### src/aie_pkg.sv
// Shared constants for the add instruction execute block
package aie_pkg;

  // ==========================================================
  // Instruction encodings
  // ==========================================================
  localparam logic [7:0]  ADD_IMM_OPCODE  = 8'h0F;   // Upper byte of add_immediate_op
  localparam logic [5:0]  ADD_FILE_OPCODE = 6'h09;   // Bits 15:10 of add_to_file_op
  localparam int          DEST_BIT        = 9;       // Destination select position
  localparam int          ACCESS_BIT      = 8;       // Bank access select position

  // ==========================================================
  // Addressing constants
  // ==========================================================
  localparam logic [7:0]  INDEX_LIMIT     = 8'h5F;   // Highest offset using indexed mode
  localparam logic [7:0]  ACCESS_SPLIT    = 8'h80;   // Access bank low/high boundary
  localparam logic [3:0]  ACCESS_HI_BANK  = 4'hF;    // Bank of upper access half
  localparam logic [3:0]  ACCESS_LO_BANK  = 4'h0;    // Bank of lower access half

  // ==========================================================
  // Status flag positions and reset values
  // ==========================================================
  localparam int          FLAG_C          = 0;       // Carry
  localparam int          FLAG_HALF       = 1;       // half_carry_flag
  localparam int          FLAG_Z          = 2;       // Zero
  localparam int          FLAG_WRAP       = 3;       // signed_wrap_flag
  localparam int          FLAG_N          = 4;       // Negative
  localparam logic [7:0]  W_RESET         = 8'h00;   // Working register after reset
  localparam logic [4:0]  STATUS_RESET    = 5'h00;   // Flags after reset

  // Four phases of one instruction cycle
  typedef enum logic [1:0] {
    AIE_DECODE,
    AIE_READ,
    AIE_PROCESS,
    AIE_WRITE
  } aie_phase_t;

endpackage

### src/aie_alu_if.sv
// Operand and result bundle between the sequencer and the adder
`timescale 1ns/1ps
interface aie_alu_if;
  logic [7:0] op_a;     // Working register operand
  logic [7:0] op_b;     // Literal or file operand
  logic [7:0] sum;      // Eight-bit result
  logic [4:0] flags;    // Flags from the addition

  modport seq (output op_a, output op_b, input sum, input flags);
  modport alu (input op_a, input op_b, output sum, output flags);
endinterface

### src/aie_add_exec.sv
// Decode and four-phase execution of the two add instructions
`timescale 1ns/1ps

// Operation
// - Upper byte 0Fh: add immediate, low byte literal
// - Working register plus literal into working register
// - Read file byte, add working register, flags
// - Destination bit: zero working, one file
// - Access bit zero access bank, one banked
// - Extended set, access zero, offset<=5Fh: indexed
module aie_add_exec
  import aie_pkg::*;
(
  input  wire logic        mclk_i,            // Core clock
  input  wire logic        rst_n_i,           // Asynchronous reset, active low
  input  wire logic        instr_valid_i,     // Instruction word offered
  input  wire logic [15:0] instr_i,           // Fetched instruction word
  input  wire logic        ext_set_en_i,      // Extended instruction set enabled
  input  wire logic [3:0]  bank_pointer_reg_i,// Bank pointer register
  input  wire logic [11:0] index_base_i,      // Base pointer for indexed mode
  input  wire logic [7:0]  mem_rdata_i,       // File byte, one cycle after read strobe
  output logic             busy_o,            // Instruction in progress
  output logic             done_o,            // Pulse in the write phase
  output logic             unsupported_o,     // Pulse: offered word is not an add
  output logic             mem_rd_o,          // File read strobe
  output logic             mem_wr_o,          // File write strobe
  output logic [11:0]      mem_addr_o,        // File address
  output logic [7:0]       mem_wdata_o,       // File write data
  output logic [7:0]       wreg_o,            // Working register
  output logic [4:0]       status_o           // Negative, wrap, zero, half carry, carry
);

  // ==========================================================
  // Decode helpers
  // ==========================================================
  // Used both for acceptance and for the unsupported pulse
  function automatic logic is_add_imm(input logic [15:0] word);
    return word[15:8] == ADD_IMM_OPCODE;
  endfunction

  function automatic logic is_add_file(input logic [15:0] word);
    return word[15:10] == ADD_FILE_OPCODE;
  endfunction

  // Effective file address from the encoding and bank state
  function automatic logic [11:0] file_addr(input logic [15:0] word,
                                            input logic        ext_en,
                                            input logic [3:0]  bank,
                                            input logic [11:0] base);
    logic [7:0] ofs;
    ofs = word[7:0];
    if (word[ACCESS_BIT]) begin
      file_addr = {bank, ofs};
    end else if (ext_en && (ofs <= INDEX_LIMIT)) begin
      file_addr = base + {4'h0, ofs};
    end else if (ofs < ACCESS_SPLIT) begin
      file_addr = {ACCESS_LO_BANK, ofs};
    end else begin
      // Upper access half
      file_addr = {ACCESS_HI_BANK, ofs};
    end
  endfunction

  // ==========================================================
  // State
  // ==========================================================
  aie_phase_t  phase;        // Current phase
  logic        op_file;      // Latched: add_to_file_op
  logic        dest_file;    // Latched: result to file
  logic [7:0]  literal;      // Latched immediate
  logic [7:0]  operand;      // Second operand for processing
  logic        accept;       // Decode accepts an add
  aie_alu_if   alu_bus ();   // Adder connection

  // Accept only in decode; words offered mid-instruction are dropped
  assign accept = (phase == AIE_DECODE) && instr_valid_i &&
                  (is_add_imm(instr_i) || is_add_file(instr_i));

  // One adder serves both operations; it only ever sees operands
  aie_adder u_adder (
    .alu (alu_bus.alu)
  );

  // Working register always feeds the first adder input
  assign alu_bus.op_a = wreg_o;
  assign alu_bus.op_b = operand;

  // ==========================================================
  // Phase sequencer
  // ==========================================================
  // Decode, read, process, write
  always_ff @(posedge mclk_i or negedge rst_n_i) begin
    if (!rst_n_i) begin
      phase <= AIE_DECODE;
    end else begin
      // No stall: an accepted word always runs all four phases
      case (phase)
        AIE_DECODE:  phase <= accept ? AIE_READ : AIE_DECODE;
        AIE_READ:    phase <= AIE_PROCESS;
        AIE_PROCESS: phase <= AIE_WRITE;
        AIE_WRITE:   phase <= AIE_DECODE;
        default:     phase <= AIE_DECODE;
      endcase
    end
  end

  // Busy covers read, process and write phases
  always_ff @(posedge mclk_i or negedge rst_n_i) begin
    if (!rst_n_i) begin
      busy_o <= 1'b0;
    end else begin
      busy_o <= accept || (phase == AIE_READ) || (phase == AIE_PROCESS);
    end
  end

  // Non-add words are flagged, not executed
  always_ff @(posedge mclk_i or negedge rst_n_i) begin
    if (!rst_n_i) begin
      unsupported_o <= 1'b0;
    end else begin
      unsupported_o <= (phase == AIE_DECODE) && instr_valid_i && !accept;
    end
  end

  // ==========================================================
  // Decode latch
  // ==========================================================
  always_ff @(posedge mclk_i or negedge rst_n_i) begin
    if (!rst_n_i) begin
      op_file   <= 1'b0;
      dest_file <= 1'b0;
      literal   <= 8'h00;
    end else if (accept) begin
      op_file   <= is_add_file(instr_i);
      dest_file <= is_add_file(instr_i) && instr_i[DEST_BIT];
      literal   <= instr_i[7:0];
    end
  end

  // ==========================================================
  // Memory port
  // ==========================================================
  // Address held from read through write so one address serves both
  always_ff @(posedge mclk_i or negedge rst_n_i) begin
    if (!rst_n_i) begin
      mem_addr_o <= 12'h000;
    end else if (accept && is_add_file(instr_i)) begin
      mem_addr_o <= file_addr(instr_i, ext_set_en_i, bank_pointer_reg_i, index_base_i);
    end
  end

  // Read strobe in the read phase
  // One-cycle pulse; the file must answer in the next cycle
  always_ff @(posedge mclk_i or negedge rst_n_i) begin
    if (!rst_n_i) begin
      mem_rd_o <= 1'b0;
    end else begin
      mem_rd_o <= accept && is_add_file(instr_i);
    end
  end

  // Second operand: file byte arrives during process phase
  // Limitation: file byte is not registered, it must stand that cycle
  always_comb begin
    if (op_file) begin
      operand = mem_rdata_i;
    end else begin
      operand = literal;
    end
  end

  // File write in the write phase
  always_ff @(posedge mclk_i or negedge rst_n_i) begin
    if (!rst_n_i) begin
      mem_wr_o    <= 1'b0;
      mem_wdata_o <= 8'h00;
    end else begin
      mem_wr_o <= (phase == AIE_PROCESS) && dest_file;
      if (phase == AIE_PROCESS) begin
        mem_wdata_o <= alu_bus.sum;
      end
    end
  end

  // ==========================================================
  // Working register and flags
  // ==========================================================
  // Sum to working register unless file destination
  always_ff @(posedge mclk_i or negedge rst_n_i) begin
    if (!rst_n_i) begin
      wreg_o <= W_RESET;
    end else if ((phase == AIE_PROCESS) && !dest_file) begin
      wreg_o <= alu_bus.sum;
    end
  end

  // Flags updated by both adds
  // Flags follow the sum whatever its destination
  always_ff @(posedge mclk_i or negedge rst_n_i) begin
    if (!rst_n_i) begin
      status_o <= STATUS_RESET;
    end else if (phase == AIE_PROCESS) begin
      status_o <= alu_bus.flags;
    end
  end

  // Completion pulse lines up with the write strobe
  always_ff @(posedge mclk_i or negedge rst_n_i) begin
    if (!rst_n_i) begin
      done_o <= 1'b0;
    end else begin
      done_o <= (phase == AIE_PROCESS);
    end
  end

endmodule // aie_add_exec

### src/aie_adder.sv
// Eight-bit adder producing the five status flags
`timescale 1ns/1ps
module aie_adder
  import aie_pkg::*;
(
  aie_alu_if.alu alu
);

  // ==========================================================
  // Addition
  // ==========================================================
  logic [8:0] full_sum;   // Sum with carry out
  logic [4:0] low_sum;    // Low nibble sum with half carry

  // Sum and flags, purely combinational
  always_comb begin
    full_sum              = {1'b0, alu.op_a} + {1'b0, alu.op_b};
    low_sum               = {1'b0, alu.op_a[3:0]} + {1'b0, alu.op_b[3:0]};
    alu.sum               = full_sum[7:0];
    alu.flags             = STATUS_RESET;
    alu.flags[FLAG_C]     = full_sum[8];
    alu.flags[FLAG_HALF]  = low_sum[4];
    alu.flags[FLAG_Z]     = (full_sum[7:0] == 8'h00);
    // Same-sign operands giving opposite-sign result wrap
    alu.flags[FLAG_WRAP]  = (alu.op_a[7] == alu.op_b[7]) && (full_sum[7] != alu.op_a[7]);
    alu.flags[FLAG_N]     = full_sum[7];
  end

endmodule // aie_adder

### config.mk
export PLATFORM = sky130hd
export DESIGN_NAME = aie_add_exec
export DESIGN_NICKNAME = d
export VERILOG_FILES = /design/src/aie_pkg.sv /design/src/aie_alu_if.sv /design/src/aie_add_exec.sv /design/src/aie_adder.sv
export SDC_FILE = /design/constraint.sdc
export NUM_CORES = 1
export LEC_CHECK = 0
export BUFFER_PORTS_ARGS = -buffer_cell sky130_fd_sc_hd__buf_4
export CAP_MARGIN = 5
export CORE_ASPECT_RATIO = 0.5
export CORE_UTILIZATION = 41
export DETAILED_ROUTE_END_ITERATION = 8
export GPL_TIMING_DRIVEN = 0
export PLACE_DENSITY = 0.75
export SYNTH_ARGS = -nofsm -noshare
export SYNTH_HDL_FRONTEND = slang
export SYNTH_SLANG_ARGS = --single-unit
### constraint.sdc
create_clock -name mclk_i -period 3.6 [get_ports mclk_i]
set_input_delay 0.72 -clock mclk_i [delete_from_list [all_inputs] [get_ports mclk_i]]
set_output_delay 0.72 -clock mclk_i [all_outputs]
set_load 0.02 [all_outputs]
==> flow_summary.yaml, run 1 <==
synth:
  avgSynthCellArea_um2: 10.0
  synth_cells: 285
  synth_seq_area_share_pct: 42.8
  synth_area_um2: 2860
  syn_nets: 351
  synth.top_cell.area_share_pct: 42.8
  synthFlopType: "dfrtp_1"
  yosys_warnings: 0
  synth_edf_count: 0
  synth_most_common_cell: "dfrtp_1"
  ys_ff_latch: 49
  yosys.area.top_type: "dfrtp_1"
  ys_types: 46
  async_flop_share_pct: 100
  synthTopCellsByArea: "dfrtp_1, mux2_2, ha_1, nand2_1, o21ai_0"
  synthTopCellsByCount: "dfrtp_1, nand2_1, mux2_2"
worst_setup_path:
  cp_max_fo: 9
  rr_endpoint: "status_o[2]$_DFFE_PN0P_"
  reg2regPathDepth: 11
  startpoint: "op_file$_DFFE_PN0P_"
  worstPathArrival_ns: 3.27
  criticalPathCategory: "reg -> reg"
  r2r_slack_ns: 0.55
  crit_end: "status_o[2]$_DFFE_PN0P_"
  cp_slowest_cell: "fa_1"
  critPathLaunchType: "register"
  crit_top_cell: "o21ai_0"
  cp.required_ns: 3.82
  rr_startpoint: "op_file$_DFFE_PN0P_"
  slowest_delay_ns: 0.40
  crit_chain: "clkbuf_1, mux2_2, ha_1, inv_1, fa_1, nand3b_1, a21boi_0, o21ai_0, o21ai_0, nor4b_1, a32o_1"
  cp-end-kind: "register"
pwr:
  vdd_ir_drop_max_uv: 244
  p_leak_nw: 1.83
  power.density_nw_per_um2: 707
  p_total_mw: 2.63
sta:
  rsz0062_at_grt: "no"
  whs_ns: 0.434
  max-slew-margin-rel_pct: 55.1
  setup_violations: 0
  worst_pin_slew_ns: 0.671
  setup_ws_ns: 0.545
  finalCritPeriodShare_pct: 84.9
  setup_tns_ns: 0
  slew_violations: 0
  finalCriticalPeriod_ns: 3.05
  hold_viol: 0
  clock_skew_ns: 0.00486
  max_clock_freq_mhz: 327
clock_tree:
  clock_latency_ns: 0.29
  cts_max_level: 2
  cts_hold_buffers: 0
  path_clk_slew_ns: 0.06
  root_buffer: "clkbuf_16"
  cts_buffers: 5
  cts_tree: "yes"
  postCtsSetupBuffers: 0
  cts_buffer_depth: 2
  cts_resized: 0
  clkSinkCount: 49
floorplan:
  boundaryPins: 82
  coreArea_um2: 6730
  start_util_pct: 42.6
  dieHeight_um: 61.1
  die_area_um2: 7340
  num_rows: 21
  fp.dieW_um: 120
grt:
  grt_usage_pct: 19.6
  grt_antenna_before_repair: 0
  grt_pass1_wl_mm: 11.1
  grt_pass1_vias: 2359
  grt.overflow.total: 0
  grt_max_degree: 50
placed_design:
  dp_hpwl_mm: 5.33
  port_buffers: 80
  place_congestion: 0.783
  pre_cts_ws_ns: 0.700
route:
  vias: 2383
  drt_wl_total_mm: 6.78
  wl_per_cell_um: 14.6
  drc: 0
  drt_pass1_iterations: 4
  ant_nets: 0
  drt_iter0_drc: 136
  avgViaCountPerCell: 5.12
run:
  max_cap_viol_count: 0
outcome:
  status: "completed"
cells_and_area:
  diodes: 0
  final_nets: 438
  drive_gt1_share_pct: 31.9
  areaGrowthSynthToFinish_pct: 29.9
min_path:
  min_path_type: "in -> async"
layout make-up:
class / count / area, um^2
Fill cell: 592 / 3010
Multi-Input combinational cell: 214 / 1540
Sequential cell: 49 / 1230
Timing Repair Buffer: 80 / 601
Clock buffer: 6 / 129
Tap cell: 92 / 115
Buffer: 11 / 56.3
Inverter: 11 / 41.3
Clock inverter: 2 / 10.0
worst max-delay path: cells and delay by family (launching register included):
| kind | cells | cell delay [ns] |
|---|---|---|
| AND/OR/NAND/NOR | 2 | 0.57 |
| buffers and inverters | 2 | 0.46 |
| AO/OA/AOI/OAI | 4 | 0.81 |
| multiplexers | 1 | 0.25 |
| flip-flops | 1 | 0.32 |
| adder cells (fa/ha/maj) | 2 | 0.59 |
how the worst min path moves through the flow:
stage / to / cells past startpoint
6_report: phase[1]$_DFF_PN0_ / 1
5_1_grt: wreg_o[5]$_DFFE_PN0P_ / 1
4_1_cts: mem_wr_o$_DFF_PN0_ / 1
3_5_place_dp: mem_wdata_o[5]$_DFFE_PN0P_ / 2
3_3_place_gp: mem_wdata_o[6]$_DFFE_PN0P_ / 2
2_1_floorplan: busy_o$_DFF_PN0_ / 0
sequential cells by signal (all words and copies together) (netlist names):
name,cells
phase,2
dest_file,1
done_o,1
mem_wr_o,1
wreg_o,8
mem_wdata_o,7
busy_o,1
mem_addr_o,12
literal,8
unsupported_o,1
op_file,1
status_o,5
mem_rd_o,1
power breakdown:
part	switching, mW	internal, mW
logic	0.726	0.589
registers	0.120	0.744
clock network	0.193	0.255
total	1.04	1.59
logic make-up (layout without fill, tap and decap cells):
family	count (synthesis)	after routing	synth area share (%)
xor gates and xnor gates	11	11	3.37
adders and majority gates	22	22	10.1
AOI/OAI and AO/OA	71	71	15.1
buffers and inverters	22	110	3.41
DFF	49	49	42.8
and+or+nand+nor	84	84	15.1
muxes	26	26	10.1
placed cells by master, fill, tap and decap left out, drive strengths merged, types with 11 or more instances in the layout:
cell type,instances
a21oi,19
buf,85
clkbuf,12
dfrtp,49
ha,20
inv,11
mux2,23
nand2,30
nor2,19
o21ai,20
metal layers:
| layer | track usage, % | wire [um] | vias up |
|---|---|---|---|
| met5 | 0 | 0 | - |
| met1 | 24.6 | 2990 | 1129 |
| met3 | 3.98 | 280 | 11 |
| met4 | 7.14 | 102 | 0 |
| li1 | - | - | 1193 |
| met2 | 34.7 | 3410 | 50 |
metrics by stage:
step                instance area [um^2]  instances  util [%]
floorplan                           2860        285         -
global placement                    3580        457      53.2
detailed placement                  3580        457      53.2
CTS                                 3720        465      55.3
global route                        3720        465      55.3
finish                              3720        465      55.3
(Power assumes the default switching activity.)
==> inputs of run 2 (changes only) <==
==> constraint.sdc (replaced) <==
create_clock -name mclk_i -period 3.19 [get_ports mclk_i]
set_input_delay 0.638 -clock mclk_i [delete_from_list [all_inputs] [get_ports mclk_i]]
set_output_delay 0.638 -clock mclk_i [all_outputs]
set_load 0.02 [all_outputs]
==> run 2 against run 1 <==
Compared with the run above: final cell count down 0.22%; routed wire length up 0.13%; highest routed layer unchanged; largest power group unchanged; setup slack worse by 0.26 ns; flip-flop and latch count unchanged; utilization down 0.056 points; sequential share of layout area about the same; sequential power up 14%; die area unchanged.
==> flow_summary.yaml, run 2 (same netlist as run 1, synthesis figures left out) <==
route:
  drt_iter0_drc: 130
  drt_wl_total_mm: 6.79
  ant_nets: 0
  vias: 2386
  drt_pass1_iterations: 4
  wl_per_cell_um: 14.6
  drc: 0
  avgViaCountPerCell: 5.14
worst_setup_path:
  r2r_slack_ns: 0.29
  crit_top_cell: "o21ai_0"
  criticalPathCategory: "reg -> reg"
  crit_chain: "mux2_2, ha_1, inv_1, fa_1, nand3b_1, a21boi_0, o21ai_0, o21ai_0, nor4b_1, a32o_1"
  cp_max_fo: 9
  reg2regPathDepth: 10
  rr_endpoint: "status_o[2]$_DFFE_PN0P_"
  cp.required_ns: 3.41
  cp_slowest_cell: "dfrtp_1"
  slowest_delay_ns: 0.51
  critPathLaunchType: "register"
  worstPathArrival_ns: 3.12
  cp-end-kind: "register"
  rr_startpoint: "op_file$_DFFE_PN0P_"
run:
  max_cap_viol_count: 0
sta:
  worst_pin_slew_ns: 0.673
  max_clock_freq_mhz: 345
  clock_skew_ns: 0.00565
  finalCritPeriodShare_pct: 90.9
  rsz0062_at_grt: "no"
  finalCriticalPeriod_ns: 2.90
  max-slew-margin-rel_pct: 54.9
  setup_violations: 0
  slew_violations: 0
  hold_viol: 0
  setup_tns_ns: 0
cells_and_area:
  final_common_cell: "buf_4"
  final_cell_count_no_fill: 464
  reg_top3: "mem_addr_o x12, literal x8, wreg_o x8"
  diodes: 0
  layout_common_cells: "buf_4, dfrtp_1, nand2_1, mux2_2"
  largest_reg_flops: 12
  drive_gt1_share_pct: 32.0
  areaGrowthSynthToFinish_pct: 29.7
  final_nets: 437
  regMostFlops: "mem_addr_o"
floorplan:
  boundaryPins: 82
  coreArea_um2: 6730
  die_area_um2: 7340
  start_util_pct: 42.6
  fp.dieW_um: 120
  num_rows: 21
  dieHeight_um: 61.1
grt:
  grt.overflow.total: 0
  grt_pass1_vias: 2359
  grt_pass1_wl_mm: 11.1
  grt_max_degree: 50
  grt_usage_pct: 19.6
  grt_antenna_before_repair: 0
pwr:
  p_leak_nw: 1.83
  power.density_nw_per_um2: 799
  vdd_ir_drop_max_uv: 276
clock_tree:
  cts_buffer_depth: 2
  path_clk_slew_ns: 0.06
  root_buffer: "clkbuf_16"
  clkSinkCount: 49
  cts_tree: "yes"
  cts_max_level: 2
  cts_hold_buffers: 0
  clock_latency_ns: 0.29
  cts_buffers: 5
  postCtsSetupBuffers: 0
placed_design:
  dp_cells: 457
  place_congestion: 0.783
  dp_hpwl_mm: 5.33
  port_buffers: 80
outcome:
  status: "completed"
min_path:
  min_path_type: "in -> async"
-- run 2: through the flow --
stage / power [mW] / setup WS, ns / area (um^2) / hold slack (ns) / util (%)
3_3_place_gp: 2.41 / 0.359 / 3580 / 0.474 / 53.2
6_report: 2.97 / 0.289 / 3710 / 0.356 / 55.2
4_1_cts: 2.98 / 0.178 / 3720 / 0.385 / 55.3
3_5_place_dp: 2.47 / 0.302 / 3580 / 0.480 / 53.2
2_1_floorplan: 1.91 / 0.702 / 2860 / 0.342 / -
5_1_grt: 3.18 / 0.0651 / 3710 / 0.413 / 55.2
-- run 2: worst max-delay path by stage --
| stage | from | end | cells after the start |
|---|---|---|---|
| floorplan | op_file$_DFFE_PN0P_ | status_o[2]$_DFFE_PN0P_ | 11 |
| global placement | op_file$_DFFE_PN0P_ | status_o[2]$_DFFE_PN0P_ | 11 |
| detailed placement | op_file$_DFFE_PN0P_ | status_o[2]$_DFFE_PN0P_ | 11 |
| CTS | op_file$_DFFE_PN0P_ | status_o[2]$_DFFE_PN0P_ | 11 |
| global route | op_file$_DFFE_PN0P_ | status_o[2]$_DFFE_PN0P_ | 10 |
| finish | op_file$_DFFE_PN0P_ | status_o[2]$_DFFE_PN0P_ | 10 |
-- run 2: layout make-up --
type	instances	area, um^2
clock inverter	2	10.0
multi-input combinational	214	1540
sequential	49	1230
fill	594	3010
buffer	10	52.6
inverter	11	41.3
timing repair buffer	80	601
tap	92	115
clock buffer	6	129
-- run 2: worst max-delay path: cells and delay by family (launching register included) --
family / cells / cell delay [ns]
and+or+nand+nor: 2 / 0.56
muxes: 1 / 0.29
adders and majority gates: 2 / 0.59
buffers and inverters: 1 / 0.07
DFF: 1 / 0.51
AOI/OAI and AO/OA: 4 / 0.82
-- run 2: what timing repair did --
| action | in CTS | in global routing |
|---|---|---|
| resized for setup | 0 | 0 |
| setup endpoints to repair | 0 | 1 |
| hold endpoints to repair | 0 | 0 |
-- run 2: power by group --
part	switching (mW)	internal [mW]
Combinational	0.811	0.664
Clock	0.219	0.288
Sequential	0.145	0.840
-- run 2: layer usage --
layer / track usage (%) / share of wire (%)
met3: 3.98 / 4.2
met2: 34.7 / 50
met5: 0 / 0
met4: 7.14 / 1.5
met1: 24.6 / 44
==> inputs of run 3 (changes only) <==
--- a/config.mk
+++ b/config.mk
@@ -5,13 +5,15 @@
 export SDC_FILE = /design/constraint.sdc
 export NUM_CORES = 1
 export LEC_CHECK = 0
+export ABC_AREA = 1
 export BUFFER_PORTS_ARGS = -buffer_cell sky130_fd_sc_hd__buf_4
-export CAP_MARGIN = 5
+export CAP_MARGIN = 20
 export CORE_ASPECT_RATIO = 0.5
 export CORE_UTILIZATION = 41
 export DETAILED_ROUTE_END_ITERATION = 8
 export GPL_TIMING_DRIVEN = 0
 export PLACE_DENSITY = 0.75
+export SLEW_MARGIN = 20
 export SYNTH_ARGS = -nofsm -noshare
 export SYNTH_HDL_FRONTEND = slang
 export SYNTH_SLANG_ARGS = --single-unit
==> run 3 against run 2 <==
Compared with the run above: critical path depth grew 4; via count grew 16%; highest routed layer unchanged; first-iteration DRC count is the same; hold slack gained 0.0065 ns.
==> flow_summary.yaml, run 3 <==
outcome:
  status: "completed"
sta:
  finalCritPeriodShare_pct: 77.8
  max_clock_freq_mhz: 403
  rsz0062_at_grt: "no"
  finalCriticalPeriod_ns: 2.48
  clock_skew_ns: 0.00621
  max-slew-margin-rel_pct: 58.0
  setup_violations: 0
  slew_violations: 0
  hold_viol: 0
  worst_pin_slew_ns: 0.629
  setup_tns_ns: 0
placed_design:
  port_buffers: 81
  placed_area_um2: 3740
  place_congestion: 0.868
  dp_hpwl_mm: 5.52
  dp_cells: 561
pwr:
  power.density_nw_per_um2: 776
  switchingPower_mw: 1.24
  comb_power_share_pct: 48.5
  p_int_mw: 1.80
  clkPwrFrac_pct: 19.8
  swShare_pct: 40.7
  p_leak_nw: 2.16
  seq_power_share_pct: 31.7
  vdd_ir_drop_max_uv: 296
synth:
  synthAdderAreaFrac_pct: 9.61
  async_flop_share_pct: 100
  yosys.area.top_type: "dfrtp_1"
  synth_top_family_by_area: "simple AND/OR/NAND/NOR gates"
  synth.top_cell.area_share_pct: 40.6
  yosys_warnings: 0
  yosys.area_share.simple_pct: 28.1
  ys_ff_latch: 49
  synthTopCellsByArea: "dfrtp_1, nand2_1, ha_1, inv_1, nand3_1"
  synth_edf_count: 0
  synth.area.mux_share_pct: 2.61
  synth_most_common_cell: "nand2_1"
  synth_cells: 388
  synth_xor_area_share_pct: 1.74
  synth_compound_area_share_pct: 10.6
  synthTopCellsByCount: "nand2_1, dfrtp_1, inv_1"
  synth_area_um2: 3020
  ys_types: 35
  syn_nets: 454
  avgSynthCellArea_um2: 7.79
  synth_seq_area_share_pct: 40.6
  synthFlopType: "dfrtp_1"
route:
  drc: 0
  vias: 2768
  drt_iter0_drc: 130
  drt_pass1_iterations: 5
  drt_wl_total_mm: 7.15
  wl_per_cell_um: 12.6
  ant_nets: 0
  avgViaCountPerCell: 4.86
worst_setup_path:
  path_delay_family: "simple AND/OR/NAND/NOR gates"
  worstPathArrival_ns: 2.71
  cp.required_ns: 3.42
  crit_top_cell: "nand2_1"
  critPathLaunchType: "register"
  rr_startpoint: "op_file$_DFFE_PN0P_"
  cp_max_fo: 10
  cp_slowest_cell: "fa_1"
  startpoint: "op_file$_DFFE_PN0P_"
  crit_buf_inv: 3
  cp-end-kind: "register"
  slowest_delay_ns: 0.40
  criticalPathCategory: "reg -> reg"
  crit_chain: "clkbuf_1, mux2_2, ha_1, inv_1, fa_1, inv_1, nand3_1, nand2_1, nand2_1, nand2_1, nand3_1, nor2_1, nand3_1, nand2_1"
floorplan:
  boundaryPins: 82
  fp.dieW_um: 123
  coreArea_um2: 6910
  die_area_um2: 7740
  num_rows: 21
  start_util_pct: 43.7
  dieHeight_um: 62.7
clock_tree:
  path_clk_slew_ns: 0.07
  clock_latency_ns: 0.29
  cts_max_level: 2
  cts_hold_buffers: 0
  cts_buffers: 5
  postCtsSetupBuffers: 0
  clkSinkCount: 49
  cts_buffer_depth: 2
  cts_tree: "yes"
  cts_resized: 0
  root_buffer: "clkbuf_16"
cells_and_area:
  drive_gt1_share_pct: 22.9
  regMostFlops: "mem_addr_o"
  largest_reg_flops: 12
  diodes: 0
  design_area_um2: 3910
  areaGrowthSynthToFinish_pct: 29.5
  layout_common_cells: "nand2_1, buf_4, dfrtp_1, inv_1, nand3_1"
  final_cell_count_no_fill: 569
  final_common_cell: "nand2_1"
  reg_top3: "mem_addr_o x12, literal x8, wreg_o x8"
  final_nets: 542
run:
  max_cap_viol_count: 0
grt:
  grt_pass1_vias: 2673
  grt.overflow.total: 0
  grt_pass1_wl_mm: 12.1
  grt_max_degree: 50
  grt_antenna_before_repair: 0
  grt_usage_pct: 19.9
min_path:
  min_path_type: "in -> async"
run 3: cell count changes in the layout (fill, tap and decap cells not counted), sizes merged, moves of 6 or more:
cell   previous run  this run
nand2            30       117
inv              11        42
nand3             7        31
mux2             23         7
nor2             19        30
a21oi            19        26
a31oi             8         1
a21o              8         2
run 3: cells by family after synthesis:
group,count (synthesis)
AO/OA/AOI/OAI,57
buffers and inverters,51
adder cells (fa/ha/maj),22
multiplexers,7
XOR/XNOR,6
flip-flops,49
AND/OR/NAND/NOR,196
run 3: area by class of cell:
cell class / instances / area, um^2
Buffer: 9 / 47.5
Clock buffer: 6 / 129
Clock inverter: 2 / 38.8
Fill cell: 629 / 3000
Inverter: 42 / 158
Multi-Input combinational cell: 288 / 1590
Sequential cell: 49 / 1230
Tap cell: 92 / 115
Timing Repair Buffer: 81 / 608
run 3: power groups by stage:
stage | Combinational (mW) | Clock, mW | Sequential [mW]
final | 1.47 | 0.601 | 0.961
after global routing | 1.65 | 0.643 | 0.984
after CTS | 1.48 | 0.609 | 0.962
after detailed placement | 1.46 | 0 | 0.973
after global placement | 1.43 | 0 | 0.969
after floorplan | 0.736 | 0 | 1.16
run 3: final timing paths:
check,slack [ns],to,cells past startpoint
max,0.71,status_o[2]$_DFFE_PN0P_,14
min,0.36,mem_addr_o[1]$_DFFE_PN0P_,1
max reg2reg,0.71,status_o[2]$_DFFE_PN0P_,14
min reg2reg,0.47,literal[6]$_DFFE_PN0P_,2
max in group asynchronous,2.40,wreg_o[6]$_DFFE_PN0P_,1
min in group mclk_i,0.47,literal[6]$_DFFE_PN0P_,2
run 3: per-layer routing:
layer,GRT usage (%),part of all wire (%)
met1,26.2,48
met2,34.4,48
met3,2.92,3.6
met4,4.52,0.80
met5,0,0
run 3: per-stage QoR:
| stage | hold WS (ns) | worst slack, ns | utilization (%) | total power [mW] |
|---|---|---|---|---|
| after floorplan | 0.342 | 1.02 | - | 1.89 |
| after global placement | 0.451 | 0.781 | 54.2 | 2.40 |
| after detailed placement | 0.460 | 0.771 | 54.2 | 2.43 |
| after CTS | 0.390 | 0.718 | 56.6 | 3.05 |
| after global routing | 0.419 | 0.443 | 56.6 | 3.28 |
| final | 0.362 | 0.709 | 56.6 | 3.03 |
